==> config.mk <==
export PLATFORM = sky130hd
export DESIGN_NAME = acrb_top
export DESIGN_NICKNAME = d
export VERILOG_FILES = /design/src/core/acrb_pkg.sv /design/src/core/acrb_top.sv
export SDC_FILE = /design/constraint.sdc
export NUM_CORES = 1
export LEC_CHECK = 0
export ABC_AREA = 1
export BUFFER_PORTS_ARGS = -buffer_cell sky130_fd_sc_hd__buf_2
export CELL_PAD_IN_SITES_DETAIL_PLACEMENT = 0
export CELL_PAD_IN_SITES_GLOBAL_PLACEMENT = 1
export CORE_UTILIZATION = 48
export CTS_BUF_LIST = sky130_fd_sc_hd__clkbuf_8
export DETAILED_ROUTE_END_ITERATION = 8
export PLACE_DENSITY_LB_ADDON = 0.1
export SLEW_MARGIN = 20
export SYNTH_ARGS = -nofsm -noshare
export SYNTH_HDL_FRONTEND = slang
export SYNTH_SLANG_ARGS = --single-unit
==> constraint.sdc <==
create_clock -name mclk -period 4.91 [get_ports mclk]
set_clock_uncertainty 0.2 [all_clocks]
set_input_delay 0.2455 -clock mclk [delete_from_list [all_inputs] [get_ports mclk]]
set_output_delay 0.2455 -clock mclk [all_outputs]
set_load 0.02 [all_outputs]
==> src/core/acrb_pkg.sv <==
// Purpose: Constants for the converter configuration register bank
// Assumes: 16-bit serial words, address byte first, MSB first
// Notes:   Unlisted addresses read as zero and ignore writes
package acrb_pkg;

	localparam int unsigned   ACRB_WORD_BITS   = 16;
	localparam int unsigned   ACRB_ADDR_BITS   = 8;
	localparam logic [4:0]    ACRB_CNT_LAST    = 5'h0f;
	localparam logic [4:0]    ACRB_CNT_ADDR    = 5'h07;
	localparam logic [4:0]    ACRB_CNT_DONE    = 5'h10;

	// Register offsets
	localparam logic [7:0]    ACRB_OFS_RESET_READ   = 8'h00;
	localparam logic [7:0]    ACRB_OFS_LOW_SPEED    = 8'h20;
	localparam logic [7:0]    ACRB_OFS_POWER_REF    = 8'h3f;
	localparam logic [7:0]    ACRB_OFS_OUT_IFACE    = 8'h41;
	localparam logic [7:0]    ACRB_OFS_CLK_EDGE     = 8'h44;
	localparam logic [7:0]    ACRB_OFS_CODING       = 8'h50;

	// Writable bit masks; fixed-zero positions are never stored
	localparam logic [7:0]    ACRB_MASK_RESET_READ  = 8'h01;
	localparam logic [7:0]    ACRB_MASK_LOW_SPEED   = 8'h04;
	localparam logic [7:0]    ACRB_MASK_POWER_REF   = 8'h67;
	localparam logic [7:0]    ACRB_MASK_OUT_IFACE   = 8'hc0;
	localparam logic [7:0]    ACRB_MASK_CLK_EDGE    = 8'hfc;
	localparam logic [7:0]    ACRB_MASK_CODING      = 8'h06;
	localparam logic [7:0]    ACRB_REG_RESET_VAL    = 8'h00;

	// Field positions
	localparam int unsigned   ACRB_BIT_SOFT_RESET   = 7;
	localparam int unsigned   ACRB_BIT_READOUT      = 0;
	localparam int unsigned   ACRB_BIT_LOW_SPEED    = 2;
	localparam int unsigned   ACRB_BIT_OBUF_PDN     = 0;
	localparam int unsigned   ACRB_BIT_STANDBY      = 1;
	localparam int unsigned   ACRB_BIT_GLOBAL_PDN   = 2;
	localparam int unsigned   ACRB_REF_MSB          = 6;
	localparam int unsigned   ACRB_REF_LSB          = 5;
	localparam int unsigned   ACRB_IF_MSB           = 7;
	localparam int unsigned   ACRB_IF_LSB           = 6;
	localparam int unsigned   ACRB_RISE_MSB         = 7;
	localparam int unsigned   ACRB_RISE_LSB         = 5;
	localparam int unsigned   ACRB_FALL_MSB         = 4;
	localparam int unsigned   ACRB_FALL_LSB         = 2;
	localparam int unsigned   ACRB_FMT_MSB          = 2;
	localparam int unsigned   ACRB_FMT_LSB          = 1;

	// Field codes
	localparam logic [1:0]    ACRB_REF_PIN          = 2'h0;
	localparam logic [1:0]    ACRB_REF_INTERNAL     = 2'h1;
	localparam logic [1:0]    ACRB_REF_EXTERNAL     = 2'h3;
	localparam logic [1:0]    ACRB_IF_PIN           = 2'h0;
	localparam logic [1:0]    ACRB_IF_LVDS          = 2'h2;
	localparam logic [1:0]    ACRB_IF_CMOS          = 2'h3;
	localparam logic [1:0]    ACRB_FMT_PIN          = 2'h0;
	localparam logic [1:0]    ACRB_FMT_TWOS         = 2'h2;
	localparam logic [1:0]    ACRB_FMT_OFFSET       = 2'h3;
	localparam logic [2:0]    ACRB_EDGE_DEF0        = 3'h0;
	localparam logic [2:0]    ACRB_EDGE_DEF4        = 3'h4;
	localparam logic [2:0]    ACRB_EDGE_CODE5       = 3'h5;
	localparam logic [2:0]    ACRB_EDGE_CODE6       = 3'h6;
	localparam logic [2:0]    ACRB_EDGE_CODE7       = 3'h7;

	// Edge shifts in 26ths of a sample period
	localparam logic signed [4:0] ACRB_SHIFT_ZERO   = 5'sh00;
	localparam logic signed [4:0] ACRB_SHIFT_4      = 5'sh04;
	localparam logic signed [4:0] ACRB_SHIFT_M4     = 5'sh1c;
	localparam logic signed [4:0] ACRB_SHIFT_6      = 5'sh06;

endpackage : acrb_pkg

==> src/core/acrb_top.sv <==
// Purpose: Serially programmed configuration register bank of the converter
// Assumes: Serial pins are synchronous to mclk and slower than mclk / 2
// Notes:   Decoded controls update the cycle after a serial word completes
`timescale 1ns/1ps

module acrb_top
	import acrb_pkg::*;
(
	input  wire logic               mclk,                    // System clock, 100 MHz
	input  wire logic               sys_rst,                 // Synchronous reset, high
	input  wire logic               serial_enable_n,         // Serial frame select, low
	input  wire logic               serial_clk,              // Serial bit clock
	input  wire logic               serial_data,             // Serial data in
	input  wire logic               adc_overflow,            // Converter overflow flag
	input  wire logic               format_select_pin_iface, // Pin choice: 1 = CMOS
	input  wire logic               format_select_pin_coding,// Pin choice: 1 = offset binary
	input  wire logic               ref_mode_pin_external,   // Pin choice: 1 = external ref
	output logic                    overflow_serial_out_pin, // Overflow or readout data
	output logic                    low_speed_mode,          // Low-speed mode enable
	output logic                    output_buffer_powerdown, // Output buffer off
	output logic                    core_powerdown,          // Converter core off
	output logic                    reference_powerdown,     // Internal references off
	output logic                    quick_wake,              // Core down with refs kept up
	output logic                    external_reference,      // External reference in use
	output logic                    cmos_mode,               // 1 CMOS, 0 DDR LVDS
	output logic signed [4:0]       rise_shift_26ths,        // Rising edge shift, Ts/26
	output logic                    rise_aligned,            // Rising edge on data edge
	output logic signed [4:0]       fall_shift_26ths,        // Falling edge shift, Ts/26
	output logic                    offset_binary            // 1 offset binary, 0 twos
);

	logic                           sclk_prev_r;
	logic [4:0]                     bit_cnt_r;
	logic [ACRB_WORD_BITS-1:0]      shift_r;
	logic [7:0]                     rd_shift_r;
	logic                           wr_stb;
	logic                           addr_stb;
	logic                           sclk_rise;
	logic                           sclk_fall;
	logic [ACRB_WORD_BITS-1:0]      word;
	logic [7:0]                     reg_reset_read_r;
	logic [7:0]                     reg_low_speed_r;
	logic [7:0]                     reg_power_ref_r;
	logic [7:0]                     reg_out_iface_r;
	logic [7:0]                     reg_clk_edge_r;
	logic [7:0]                     reg_coding_r;
	logic [7:0]                     rd_data;
	logic                           readout_en;
	logic [1:0]                     ref_code;
	logic [1:0]                     if_code;
	logic [1:0]                     fmt_code;
	logic [2:0]                     rise_code;
	logic [2:0]                     fall_code;
	logic                           iface_cmos;

	assign sclk_rise  = serial_clk & ~sclk_prev_r;
	assign sclk_fall  = ~serial_clk & sclk_prev_r;
	assign word       = {shift_r[ACRB_WORD_BITS-2:0], serial_data};
	assign wr_stb     = sclk_rise & ~serial_enable_n & (bit_cnt_r == ACRB_CNT_LAST);
	assign addr_stb   = sclk_rise & ~serial_enable_n & (bit_cnt_r == ACRB_CNT_ADDR);
	assign readout_en = reg_reset_read_r[ACRB_BIT_READOUT];
	assign ref_code   = reg_power_ref_r[ACRB_REF_MSB:ACRB_REF_LSB];
	assign if_code    = reg_out_iface_r[ACRB_IF_MSB:ACRB_IF_LSB];
	assign fmt_code   = reg_coding_r[ACRB_FMT_MSB:ACRB_FMT_LSB];
	assign rise_code  = reg_clk_edge_r[ACRB_RISE_MSB:ACRB_RISE_LSB];
	assign fall_code  = reg_clk_edge_r[ACRB_FALL_MSB:ACRB_FALL_LSB];

	// Serial shifter: bits past the sixteenth of a frame are ignored
	always_ff @(posedge mclk)
	begin
		if (sys_rst)
		begin
			sclk_prev_r <= 1'b0;
			bit_cnt_r   <= 5'h00;
			shift_r     <= 16'h0000;
		end
		else
		begin
			sclk_prev_r <= serial_clk;
			if (serial_enable_n)
				bit_cnt_r <= 5'h00;
			else if (sclk_rise && bit_cnt_r != ACRB_CNT_DONE)
			begin
				bit_cnt_r <= bit_cnt_r + 5'h01;
				shift_r   <= word;
			end
		end
	end

	// Register file; a set software-reset bit clears everything and is not kept
	always_ff @(posedge mclk)
	begin
		if (sys_rst || (wr_stb && word[15:8] == ACRB_OFS_RESET_READ
			&& word[ACRB_BIT_SOFT_RESET]))
		begin
			reg_reset_read_r <= ACRB_REG_RESET_VAL;
			reg_low_speed_r  <= ACRB_REG_RESET_VAL;
			reg_power_ref_r  <= ACRB_REG_RESET_VAL;
			reg_out_iface_r  <= ACRB_REG_RESET_VAL;
			reg_clk_edge_r   <= ACRB_REG_RESET_VAL;
			reg_coding_r     <= ACRB_REG_RESET_VAL;
		end
		else if (wr_stb)
		begin
			// While reading out, only the readout register accepts writes
			unique case (word[15:8])
				ACRB_OFS_RESET_READ: reg_reset_read_r <= word[7:0] & ACRB_MASK_RESET_READ;
				ACRB_OFS_LOW_SPEED:
					if (!readout_en)
						reg_low_speed_r <= word[7:0] & ACRB_MASK_LOW_SPEED;
				ACRB_OFS_POWER_REF:
					if (!readout_en)
						reg_power_ref_r <= word[7:0] & ACRB_MASK_POWER_REF;
				ACRB_OFS_OUT_IFACE:
					if (!readout_en)
						reg_out_iface_r <= word[7:0] & ACRB_MASK_OUT_IFACE;
				ACRB_OFS_CLK_EDGE:
					if (!readout_en)
						reg_clk_edge_r <= word[7:0] & ACRB_MASK_CLK_EDGE;
				ACRB_OFS_CODING:
					if (!readout_en)
						reg_coding_r <= word[7:0] & ACRB_MASK_CODING;
				default: ;
			endcase
		end
	end

	// Readback selection for the address byte just received
	always_comb
	begin
		unique case (word[7:0])
			ACRB_OFS_RESET_READ: rd_data = reg_reset_read_r;
			ACRB_OFS_LOW_SPEED:  rd_data = reg_low_speed_r;
			ACRB_OFS_POWER_REF:  rd_data = reg_power_ref_r;
			ACRB_OFS_OUT_IFACE:  rd_data = reg_out_iface_r;
			ACRB_OFS_CLK_EDGE:   rd_data = reg_clk_edge_r;
			ACRB_OFS_CODING:     rd_data = reg_coding_r;
			default:             rd_data = 8'h00;
		endcase
	end

	// Readout: loaded after the address byte, MSB first on falling serial edges
	always_ff @(posedge mclk)
	begin
		if (sys_rst)
		begin
			rd_shift_r              <= 8'h00;
			overflow_serial_out_pin <= 1'b0;
		end
		else
		begin
			if (addr_stb)
				rd_shift_r <= rd_data;
			else if (sclk_fall && !serial_enable_n)
				rd_shift_r <= {rd_shift_r[6:0], 1'b0};
			if (!readout_en)
				overflow_serial_out_pin <= adc_overflow;
			else if (sclk_fall && !serial_enable_n)
				overflow_serial_out_pin <= rd_shift_r[7];
		end
	end

	// Interface choice feeds the clock edge decode
	always_comb
	begin
		unique case (if_code)
			ACRB_IF_LVDS: iface_cmos = 1'b0;
			ACRB_IF_CMOS: iface_cmos = 1'b1;
			default:      iface_cmos = format_select_pin_iface;
		endcase
	end

	// Power, speed, reference and format controls
	always_ff @(posedge mclk)
	begin
		if (sys_rst)
		begin
			low_speed_mode          <= 1'b0;
			output_buffer_powerdown <= 1'b0;
			core_powerdown          <= 1'b0;
			reference_powerdown     <= 1'b0;
			quick_wake              <= 1'b0;
			external_reference      <= 1'b0;
			cmos_mode               <= 1'b0;
			offset_binary           <= 1'b0;
		end
		else
		begin
			low_speed_mode          <= reg_low_speed_r[ACRB_BIT_LOW_SPEED];
			output_buffer_powerdown <= reg_power_ref_r[ACRB_BIT_OBUF_PDN]
				| reg_power_ref_r[ACRB_BIT_GLOBAL_PDN];
			core_powerdown          <= reg_power_ref_r[ACRB_BIT_STANDBY]
				| reg_power_ref_r[ACRB_BIT_GLOBAL_PDN];
			reference_powerdown     <= reg_power_ref_r[ACRB_BIT_GLOBAL_PDN];
			quick_wake              <= reg_power_ref_r[ACRB_BIT_STANDBY]
				& ~reg_power_ref_r[ACRB_BIT_GLOBAL_PDN];
			unique case (ref_code)
				ACRB_REF_INTERNAL: external_reference <= 1'b0;
				ACRB_REF_EXTERNAL: external_reference <= 1'b1;
				default:           external_reference <= ref_mode_pin_external;
			endcase
			cmos_mode <= iface_cmos;
			unique case (fmt_code)
				ACRB_FMT_TWOS:   offset_binary <= 1'b0;
				ACRB_FMT_OFFSET: offset_binary <= 1'b1;
				default:         offset_binary <= format_select_pin_coding;
			endcase
		end
	end

	// Output clock edge placement
	always_ff @(posedge mclk)
	begin
		if (sys_rst)
		begin
			rise_shift_26ths <= ACRB_SHIFT_ZERO;
			rise_aligned     <= 1'b0;
			fall_shift_26ths <= ACRB_SHIFT_ZERO;
		end
		else
		begin
			rise_shift_26ths <= ACRB_SHIFT_ZERO;
			rise_aligned     <= 1'b0;
			fall_shift_26ths <= ACRB_SHIFT_ZERO;
			if (!iface_cmos)
			begin
				if (rise_code == ACRB_EDGE_CODE5)
					rise_shift_26ths <= ACRB_SHIFT_4;
				if (rise_code == ACRB_EDGE_CODE7)
					rise_shift_26ths <= ACRB_SHIFT_M4;
				if (rise_code == ACRB_EDGE_CODE6)
					rise_aligned <= 1'b1;
			end
			else
			begin
				if (rise_code == ACRB_EDGE_CODE5)
					rise_shift_26ths <= ACRB_SHIFT_4;
				if (rise_code == ACRB_EDGE_CODE6)
					rise_shift_26ths <= ACRB_SHIFT_6;
				if (rise_code == ACRB_EDGE_CODE7)
					rise_aligned <= 1'b1;
				if (fall_code == ACRB_EDGE_CODE5)
					fall_shift_26ths <= ACRB_SHIFT_4;
			end
		end
	end

endmodule : acrb_top

# [Yosys cells after proc, flatten, opt, wreduce, memory -nomap -nowiden]
# Index checks and enable logic that the tools add are counted.
# Widths: inputs -> output; s select.
[totals] register_bits=66
[classes] n_mux=16 n_addsub=1 eq_ne=24 n_reduce_logical=18 bitwise=14
[ops] op="$eq 8x7->1 const B" n=6
[ops] op="$pmux 8 s6" n=1
[ops] op="$eq 8x6->1 const B" n=4
[ops] op="$logic_not 8->1" n=2
[ops] op="$mux 8" n=2
[ops] op="$mux 5" n=3
[ops] op="$reduce_and 3->1" n=5
[ops] op="$eq 3x3->1 const B" n=4
[ops] op="$eq 2x2->1 const B" n=5
[ops] op="$and 1x1->1" n=6
[ops] op="$mux 3" n=2
[ops] op="$not 1->1" n=6
[ops] op="$pmux 1 s2" n=3
[ops] op="$add 5x1->5 const B" n=1
[ops] op="$eq 5x3->1 const B" n=1
[ops] op="$eq 5x4->1 const B" n=1
[ops] op="$mux 1" n=5
[ops] op="$ne 5x5->1 const B" n=1
[ops] op="$logic_and 1x1->1" n=4
[ops] op="$reduce_and 2->1" n=2
[ops] op="$reduce_or 2->1" n=2
[ops] op="$eq 2x1->1 const B" n=1
[ops] op="$ne 2x1->1 const B" n=1
[ops] op="$or 1x1->1" n=2
[ops] op="3 further kinds" n=3

# [Longest topological paths before layout]
# Gate-level depths: netlist of the first run.
[depth] depth_word=7 depth_mapped=13

# [Least setup slack after synthesis of the first run]
# No wires, ideal clock.
[synth_path] path_type="flip-flop to flip-flop" from="register bit_cnt_r[1]" to="register reg_coding_r[1]" required_ps=4594 setup_slack_ps=3075 arrival_ps=1519 stages_incl_launch_ff=11 path_buffers=1 cell_sequence="dfxtp_1 -> ha_1 -> nand2_1 -> nor2_1 -> ha_1 -> inv_1 -> nor2_8 -> nand3_4 -> o21ai_4 -> buf_12 -> nor2_1"
[synth_via] elab_chain_cells=5
[synth_lines] element="start, declared" line_no="acrb_top.sv:33" text="logic [4:0] bit_cnt_r;"
[synth_lines] element="start signal, assigned" line_no="acrb_top.sv:84" text="bit_cnt_r <= bit_cnt_r + 5'h01;"
[synth_lines] element="$eq 5x4->1 (*)" line_no="acrb_top.sv:59" text="assign wr_stb = sclk_rise & ~serial_enable_n & (bit_cnt_r == ACRB_CNT_LAST);"
[synth_lines] element="$and 1x1->1 (*)" line_no="acrb_top.sv:59"
[synth_lines] element="$logic_and 1x1->1" line_no="acrb_top.sv:93" text="if (sys_rst || (wr_stb && word[15:8] == ACRB_OFS_RESET_READ"
[synth_lines] element="$logic_and 1x1->1" line_no="acrb_top.sv:94" text="&& word[ACRB_BIT_SOFT_RESET]))"
[synth_lines] element="$logic_or 1x1->1" line_no="acrb_top.sv:93"
[synth_lines] element="end signal, assigned" line_no="acrb_top.sv:122" text="reg_coding_r <= word[7:0] & ACRB_MASK_CODING;"
[synth_lines] element="end, declared" line_no="acrb_top.sv:46" text="logic [7:0] reg_coding_r;"
# Every way passes the cells marked *; elsewhere a longest branch is shown, timed or not.
# A chain may end at the register's enable or synchronous reset.

# [Worst setup path after layout of the first run]
[layout_path] from="input port serial_clk" to="register shift_r[12]"
[layout_via] elab_chain_cells=3
[layout_lines] element="start, declared" line_no="acrb_top.sv:12" text="input wire logic serial_clk,"
[layout_lines] element="$and 1x1->1" line_no="acrb_top.sv:56" text="assign sclk_rise = serial_clk & ~sclk_prev_r;"
[layout_lines] element="$logic_and 1x1->1" line_no="acrb_top.sv:82" text="else if (sclk_rise && bit_cnt_r != ACRB_CNT_DONE)"
[layout_lines] element="$reduce_and 2->1 (no line)"
[layout_lines] element="end signal, assigned" line_no="acrb_top.sv:85" text="shift_r <= word;"
[layout_lines] element="end, declared" line_no="acrb_top.sv:34" text="logic [ACRB_WORD_BITS-1:0] shift_r;"
# Every way passes these cells.

==> reports/results.txt, run 1 <==
Final setup viols -> 0
first-pass GRT wire length -> 10350 um
placer congestion estimate -> 0.7938
Sw Share -> 25.71%
All-Layer GR Usage -> 21.77%
Critical Setup Path Class -> primary input to register
Seq pwr share -> 50.2%
TritonCTS clock tree -> done
antenna cells -> 0
RR Endpoint -> reg_clk_edge_r[3]
worst hold path class -> primary input to register
Reg clk slew, reported paths -> 0.06 ns
initial drt markers -> 119
period utilization -> 44.11%
worst-skew pair later-pin latency -> 0.34 ns
Detail Placement HPWL -> 4333 um
largest area contributor in the netlist -> dfxtp_1
Switching Power -> 0.2631 mW
Syn. warnings -> 0
crit path from -> serial_clk
root buffer cell -> clkbuf_8
largest net degree at the start of global routing -> 28
Startpoint Class -> primary input
total wire length -> 6038 um
starting density of the core -> 50.92%
vias in the first global route -> 2144
combinational group share of total power -> 8.7%
setup total negative slack -> 0 ns
row count -> 27
layout cell share with drive strength beyond 1 -> 17.69%
port bufs -> 23
clock power share -> 41.1%
Die Height -> 79.36 um
sequential fraction of the synthesis area -> 41.81%
DR vias/cell -> 4.988
Post-Place Setup Slack -> 2.803 ns
RSZ-0062 raised after global routing -> no
CTS H-tree depth -> 3
Worst EP required -> 4.93 ns
Power Density -> 319.2 nW/um^2
CP endpoint -> shift_r[12]
routed via count -> 2474
Detail Route Antenna Nets -> 0
Avg Inst Size Synth -> 7.310 um^2
Slew @ Worst Pin -> 0.7729 ns
wire length per cell -> 12.17 um
router iterations before antenna repair -> 4
clock buffer depth -> 2
die width -> 79.36 um
setup ws final -> 2.744 ns
Pleak -> 1.402 nW
initial antenna violation count -> 0
DR DRC count -> 0
IO Count -> 29
Synth cell types -> 34
Synth Instances -> 393
nature of the critical path endpoint -> register
nets -> 432
Die ar. -> 6298 um^2
internal power -> 0.7604 mW
top cells by area, synth -> dfxtp_1, nand2_1, inv_1
reg-to-reg startpoint -> bit_cnt_r[1]
Max Cap Viol -> 0
top cell type's share of synthesized area -> 41.81%
Num CTS Buffers -> 9
flop-to-flop setup slack -> 2.78 ns
area grow syn2layout -> 11.63%
worst-path fanout max -> 27
R2R depth -> 9
total congestion overflow -> 0
post-CTS setup buffers -> 0
endpoints failing hold -> 0
CP arrival -> 2.19 ns
fmax -> 461.8 MHz
cts hold-fix bufs -> 4
clk sinks -> 60
fin crit period -> 2.166 ns
PostCTS Resize Cnt -> 0
Slew HR -> 48.35%
FF+latch count, synth -> 60
status -> completed
Core ar. -> 5642 um^2
maximum vdd drop -> 0.1932 mV
Syn Std Cell Area -> 2873 um^2
Pins Over Slew Limit -> 0
final core area utilization -> 56.84%
## state kept, by name (all words and copies together) (netlist names), 2 cells and up
signal / cells
shift_r: 15
bit_cnt_r: 5
reg_power_ref_r: 5
rd_shift_r: 8
rise_shift_26ths: 3
reg_out_iface_r: 2
reg_clk_edge_r: 6
reg_coding_r: 2
## power by group through the flow
| stage | clock [mW] | sequential [mW] | combinational (mW) |
|---|---|---|---|
| floorplan | 0 | 0.522 | 0.0717 |
| detailed placement | 0 | 0.524 | 0.0859 |
| global route | 0.457 | 0.516 | 0.101 |
| global placement | 0 | 0.525 | 0.0855 |
| CTS | 0.428 | 0.514 | 0.0886 |
| finish | 0.421 | 0.514 | 0.0889 |
## worst min path at each step
stage	start	endpoint	cells after the start
CTS	serial_enable_n	bit_cnt_r[3]	4
finish	serial_enable_n	bit_cnt_r[3]	4
detailed placement	reg_clk_edge_r[6]	rise_shift_26ths[3]	2
floorplan	serial_clk	sclk_prev_r	2
global route	serial_data	reg_power_ref_r[0]	3
global placement	reg_clk_edge_r[6]	rise_shift_26ths[3]	2
## layout by cell type (no fill, tap or decap), drive strengths merged
cell type / count
o211ai: 3
nor4: 1
nand2: 77
inv: 60
clkinv: 2
nand4: 8
conb: 5
buf: 23
or2: 1
dlygate4sd3: 4
ha: 3
nor2: 54
nand3: 25
o22ai: 3
clkbuf: 13
nor3: 3
dfxtp: 60
o21ai: 41
and2: 1
a21oi: 37
## cells by family after synthesis
group / share of synthesized area (%)
and+or+nand+nor: 28.92
AOI/OAI and AO/OA: 15.81
buffers and inverters: 12.02
DFF: 41.81
adders and majority gates: 1.307
other: 0.1305
## synthesized netlist by cell type, drive strengths merged
library cell   n
nand2         77
o21ai         41
nor4           1
a21oi         37
inv           59
o22ai          3
nand4          8
conb           1
and2           1
nand3         25
dfxtp         60
nor3           3
o211ai         3
clkbuf         3
buf           12
or2            1
clkinv         1
ha             3
nor2          54
## metrics by stage
stage / power [mW] / hold slack [ns] / cell area [um^2] / instances
floorplan: 0.5938 / 0.1763 / 2888 / 397
finish: 1.024 / 0.02352 / 3207 / 496
detailed placement: 0.6103 / 0.2431 / 2979 / 477
CTS: 1.031 / 0.01276 / 3207 / 496
global route: 1.073 / 0.04151 / 3207 / 496
global placement: 0.6102 / 0.2318 / 2979 / 477
## final cells by class
cell class              count  area [um^2]
clock inverters             2        8.758
clock buffers              13        178.9
multi-input cells         262         1341
repair buffers             27        155.1
well taps                  72        90.09
inverters                  60        231.5
fillers                   539         2435
flip-flops and latches     60         1201
## routing by layer
| layer | share of wire [%] | track usage (%) |
|---|---|---|
| met5 | 0 | 0 |
| met1 | 53 | 30.74 |
| met4 | 1.5 | 8.545 |
| met2 | 40 | 30.52 |
| met3 | 4.9 | 6.667 |
## critical path, cell delays in order
cell and delay [ns]:
dlygate4sd3_1 0.53, buf_2 0.12, inv_2 0.08, nor2_4 0.05
nand2_4 0.10, inv_1 0.05, nand2_1 0.56, inv_1 0.20
o21ai_0 0.20, a21oi_1 0.05
(Power assumes the default switching activity.)
==> run 2, diff against run 1 <==
- CORE_UTILIZATION: 48 -> 40
- clock period: 4.91 -> 1.8 ns (I/O delays scaled with it)
==> run 2 against run 1 <==
Effect of this change: clock-buffer cell count unchanged; cell area increased by 11%; die area grew 19%; critical path depth rose by 1; via count is 3.7% higher; global-route usage fell by 2.0 points; combinational power grew to 3.4 times the previous value; hold slack improved by 0.23 ns; clock power increased to 2.7 times the previous value.
==> reports/results.txt, run 2 (synthesis gave the netlist of run 1 again) <==
hold path depth -> 2 (-2)
routed via count -> 2566 (+3.7%)
Worst EP required -> 1.83 ns (-3.10 ns)
total wire length -> 6726 um (+11%)
Reg clk slew, reported paths -> 0.07 ns (about the same)
router iterations before antenna repair -> 4 (unchanged)
Layout Cells excl Fill -> 542 (+9.3%)
area grow syn2layout -> 24.17%
Num CTS Buffers -> 9 (unchanged)
crit path from -> bit_cnt_r[0]
maximum vdd drop -> 0.4066 mV (+110%)
row count -> 30 (+11%)
fmax -> 560.1 MHz
worst-skew pair later-pin latency -> 0.33 ns (about the same)
Core ar. -> 6869 um^2 (+22%)
nature of the critical path endpoint -> register
starting density of the core -> 41.82% (-9.1 points)
FILL cells -> 711 (+32%)
CP arrival -> 1.82 ns (-0.37 ns)
reg-to-reg startpoint -> bit_cnt_r[0]
R2R depth -> 11 (+2)
RSZ-0062 raised after global routing -> yes
antenna cells -> 0 (unchanged)
initial antenna violation count -> 0 (unchanged)
RR Endpoint -> reg_coding_r[1]
total congestion overflow -> 0 (unchanged)
CP endpoint -> reg_coding_r[1]
CTS H-tree depth -> 3 (unchanged)
port bufs -> 23 (unchanged)
DR DRC count -> 0 (unchanged)
Multi-input gate area -> 1443 um^2 (+7.6%)
IO Count -> 29 (unchanged)
layout cell share with drive strength beyond 1 -> 26.68% (+9.0 points)
Startpoint Class -> register
first-pass GRT wire length -> 11310 um (+9.3%)
clk sinks -> 60 (unchanged)
Critical Setup Path Class -> register to register
nets -> 454 (+5.1%)
most frequent cells in the layout -> nand2_1, dfxtp_1, inv_1
endpoints failing hold -> 0 (unchanged)
Seq pwr share -> 49.3% (-0.9 points)
clock buffer depth -> 2 (unchanged)
Inst Count DP -> 517 (+8.4%)
Pins Over Slew Limit -> 0 (unchanged)
Die ar. -> 7525 um^2 (+19%)
vias in the first global route -> 2322 (+8.3%)
Switching Power -> 0.7251 mW (+180%)
Detail Route Antenna Nets -> 0 (unchanged)
Largest register FFs -> 15 (unchanged)
Power Density -> 795.7 nW/um^2 (+150%)
Largest Register -> shift_r
Die Height -> 86.75 um (+9.3%)
wire length per cell -> 12.41 um (+1.9%)
fin crit period -> 1.785 ns
Final setup viols -> 0 (unchanged)
initial drt markers -> 124 (+4.2%)
worst hold path class -> register to register
status -> completed
Detail Placement HPWL -> 4930 um (+14%)
clock power share -> 40.0% (-1.1 points)
Max Cap Viol -> 0 (unchanged)
Pleak -> 1.519 nW (+8.3%)
setup total negative slack -> 0 ns (unchanged)
commonest non-fill, non-tap cell in the layout -> nand2_1
die width -> 86.75 um (+9.3%)
Sequential cell area -> 1205 um^2 (+0.31%)
Largest regs -> shift_r: 15 flops, rd_shift_r: 8 flops, reg_clk_edge_r: 6 flops
internal power -> 2.113 mW (+180%)
combinational group share of total power -> 10.7% (+2.0 points)
TritonCTS clock tree -> done
DR vias/cell -> 4.734 (-5.1%)
worst-path fanout max -> 6 (-78%)
largest net degree at the start of global routing -> 25 (-11%)
placer congestion estimate -> 0.8313 (+4.7%)
root buffer cell -> clkbuf_8
Sw Share -> 25.55% (-0.16 points)
flop-to-flop setup slack -> 0.01 ns (-2.77 ns)
All-Layer GR Usage -> 19.80% (-2.0 points)
period utilization -> 99.19%
## run 2: critical path: stages (launching register included)
cell	delay (ns)
dfxtp_2	0.36
ha_4	0.13
nand2_2	0.05
nor2_2	0.11
ha_2	0.18
inv_2	0.05
nor2_8	0.11
nand2_4	0.09
inv_8	0.09
nand3_2	0.10
o21ai_2	0.16
nor2_1	0.05
## run 2: through the flow
step                cell area, um^2  worst slack, ns  total power, mW  hold slack (ns)  util (%)
finish                         3567          0.01457            2.838           0.2565     51.93
global route                   3567         -0.09287            2.981           0.2737     51.93
CTS                            3468        -0.002072            2.865           0.2563     50.49
detailed placement             3187         -0.02375            1.706           0.1265     46.39
global placement               3187         0.002894            1.706           0.1231     46.39
floorplan                      2908        -0.006905            1.621          0.02079         -
## run 2: worst min-delay path by stage
stage                      start                   to  slack (ns)
2_1_floorplan         serial_clk          sclk_prev_r        0.02
3_3_place_gp          serial_clk          sclk_prev_r        0.12
3_5_place_dp          serial_clk          sclk_prev_r        0.13
4_1_cts        reg_clk_edge_r[6]  rise_shift_26ths[3]        0.26
5_1_grt        reg_clk_edge_r[6]  rise_shift_26ths[3]        0.27
6_report       reg_clk_edge_r[6]  rise_shift_26ths[3]        0.26
## run 2: layout make-up
type | count | share of cell area, %
Clock buffer | 13 | 5.016
Clock inverter | 2 | 0.2455
Inverter | 60 | 6.664
Multi-Input combinational cell | 262 | 40.44
Sequential cell | 60 | 33.78
Tap cell | 96 | 3.367
Timing Repair Buffer | 49 | 10.49
## run 2: what timing repair did
item                       4_1_cts  5_1_grt
hold endpoints to repair        23        0
resized for setup                2       31
setup endpoints to repair       13       33
setup buffers                    0        1
pin swaps                        2        3
hold buffers                     9        0
## run 2: metal layers
layer	wire length, um	track usage (%)
met1	3589	28.02
met2	2822	29.65
met3	192	3.143
met4	121	8.636
met5	0	0
## run 2: power by group through the flow
stage | sequential (mW) | clock, mW | combinational (mW)
detailed placement | 1.43 | 0 | 0.280
CTS | 1.40 | 1.17 | 0.297
finish | 1.40 | 1.14 | 0.303
global route | 1.40 | 1.24 | 0.342
floorplan | 1.43 | 0 | 0.195
global placement | 1.43 | 0 | 0.280
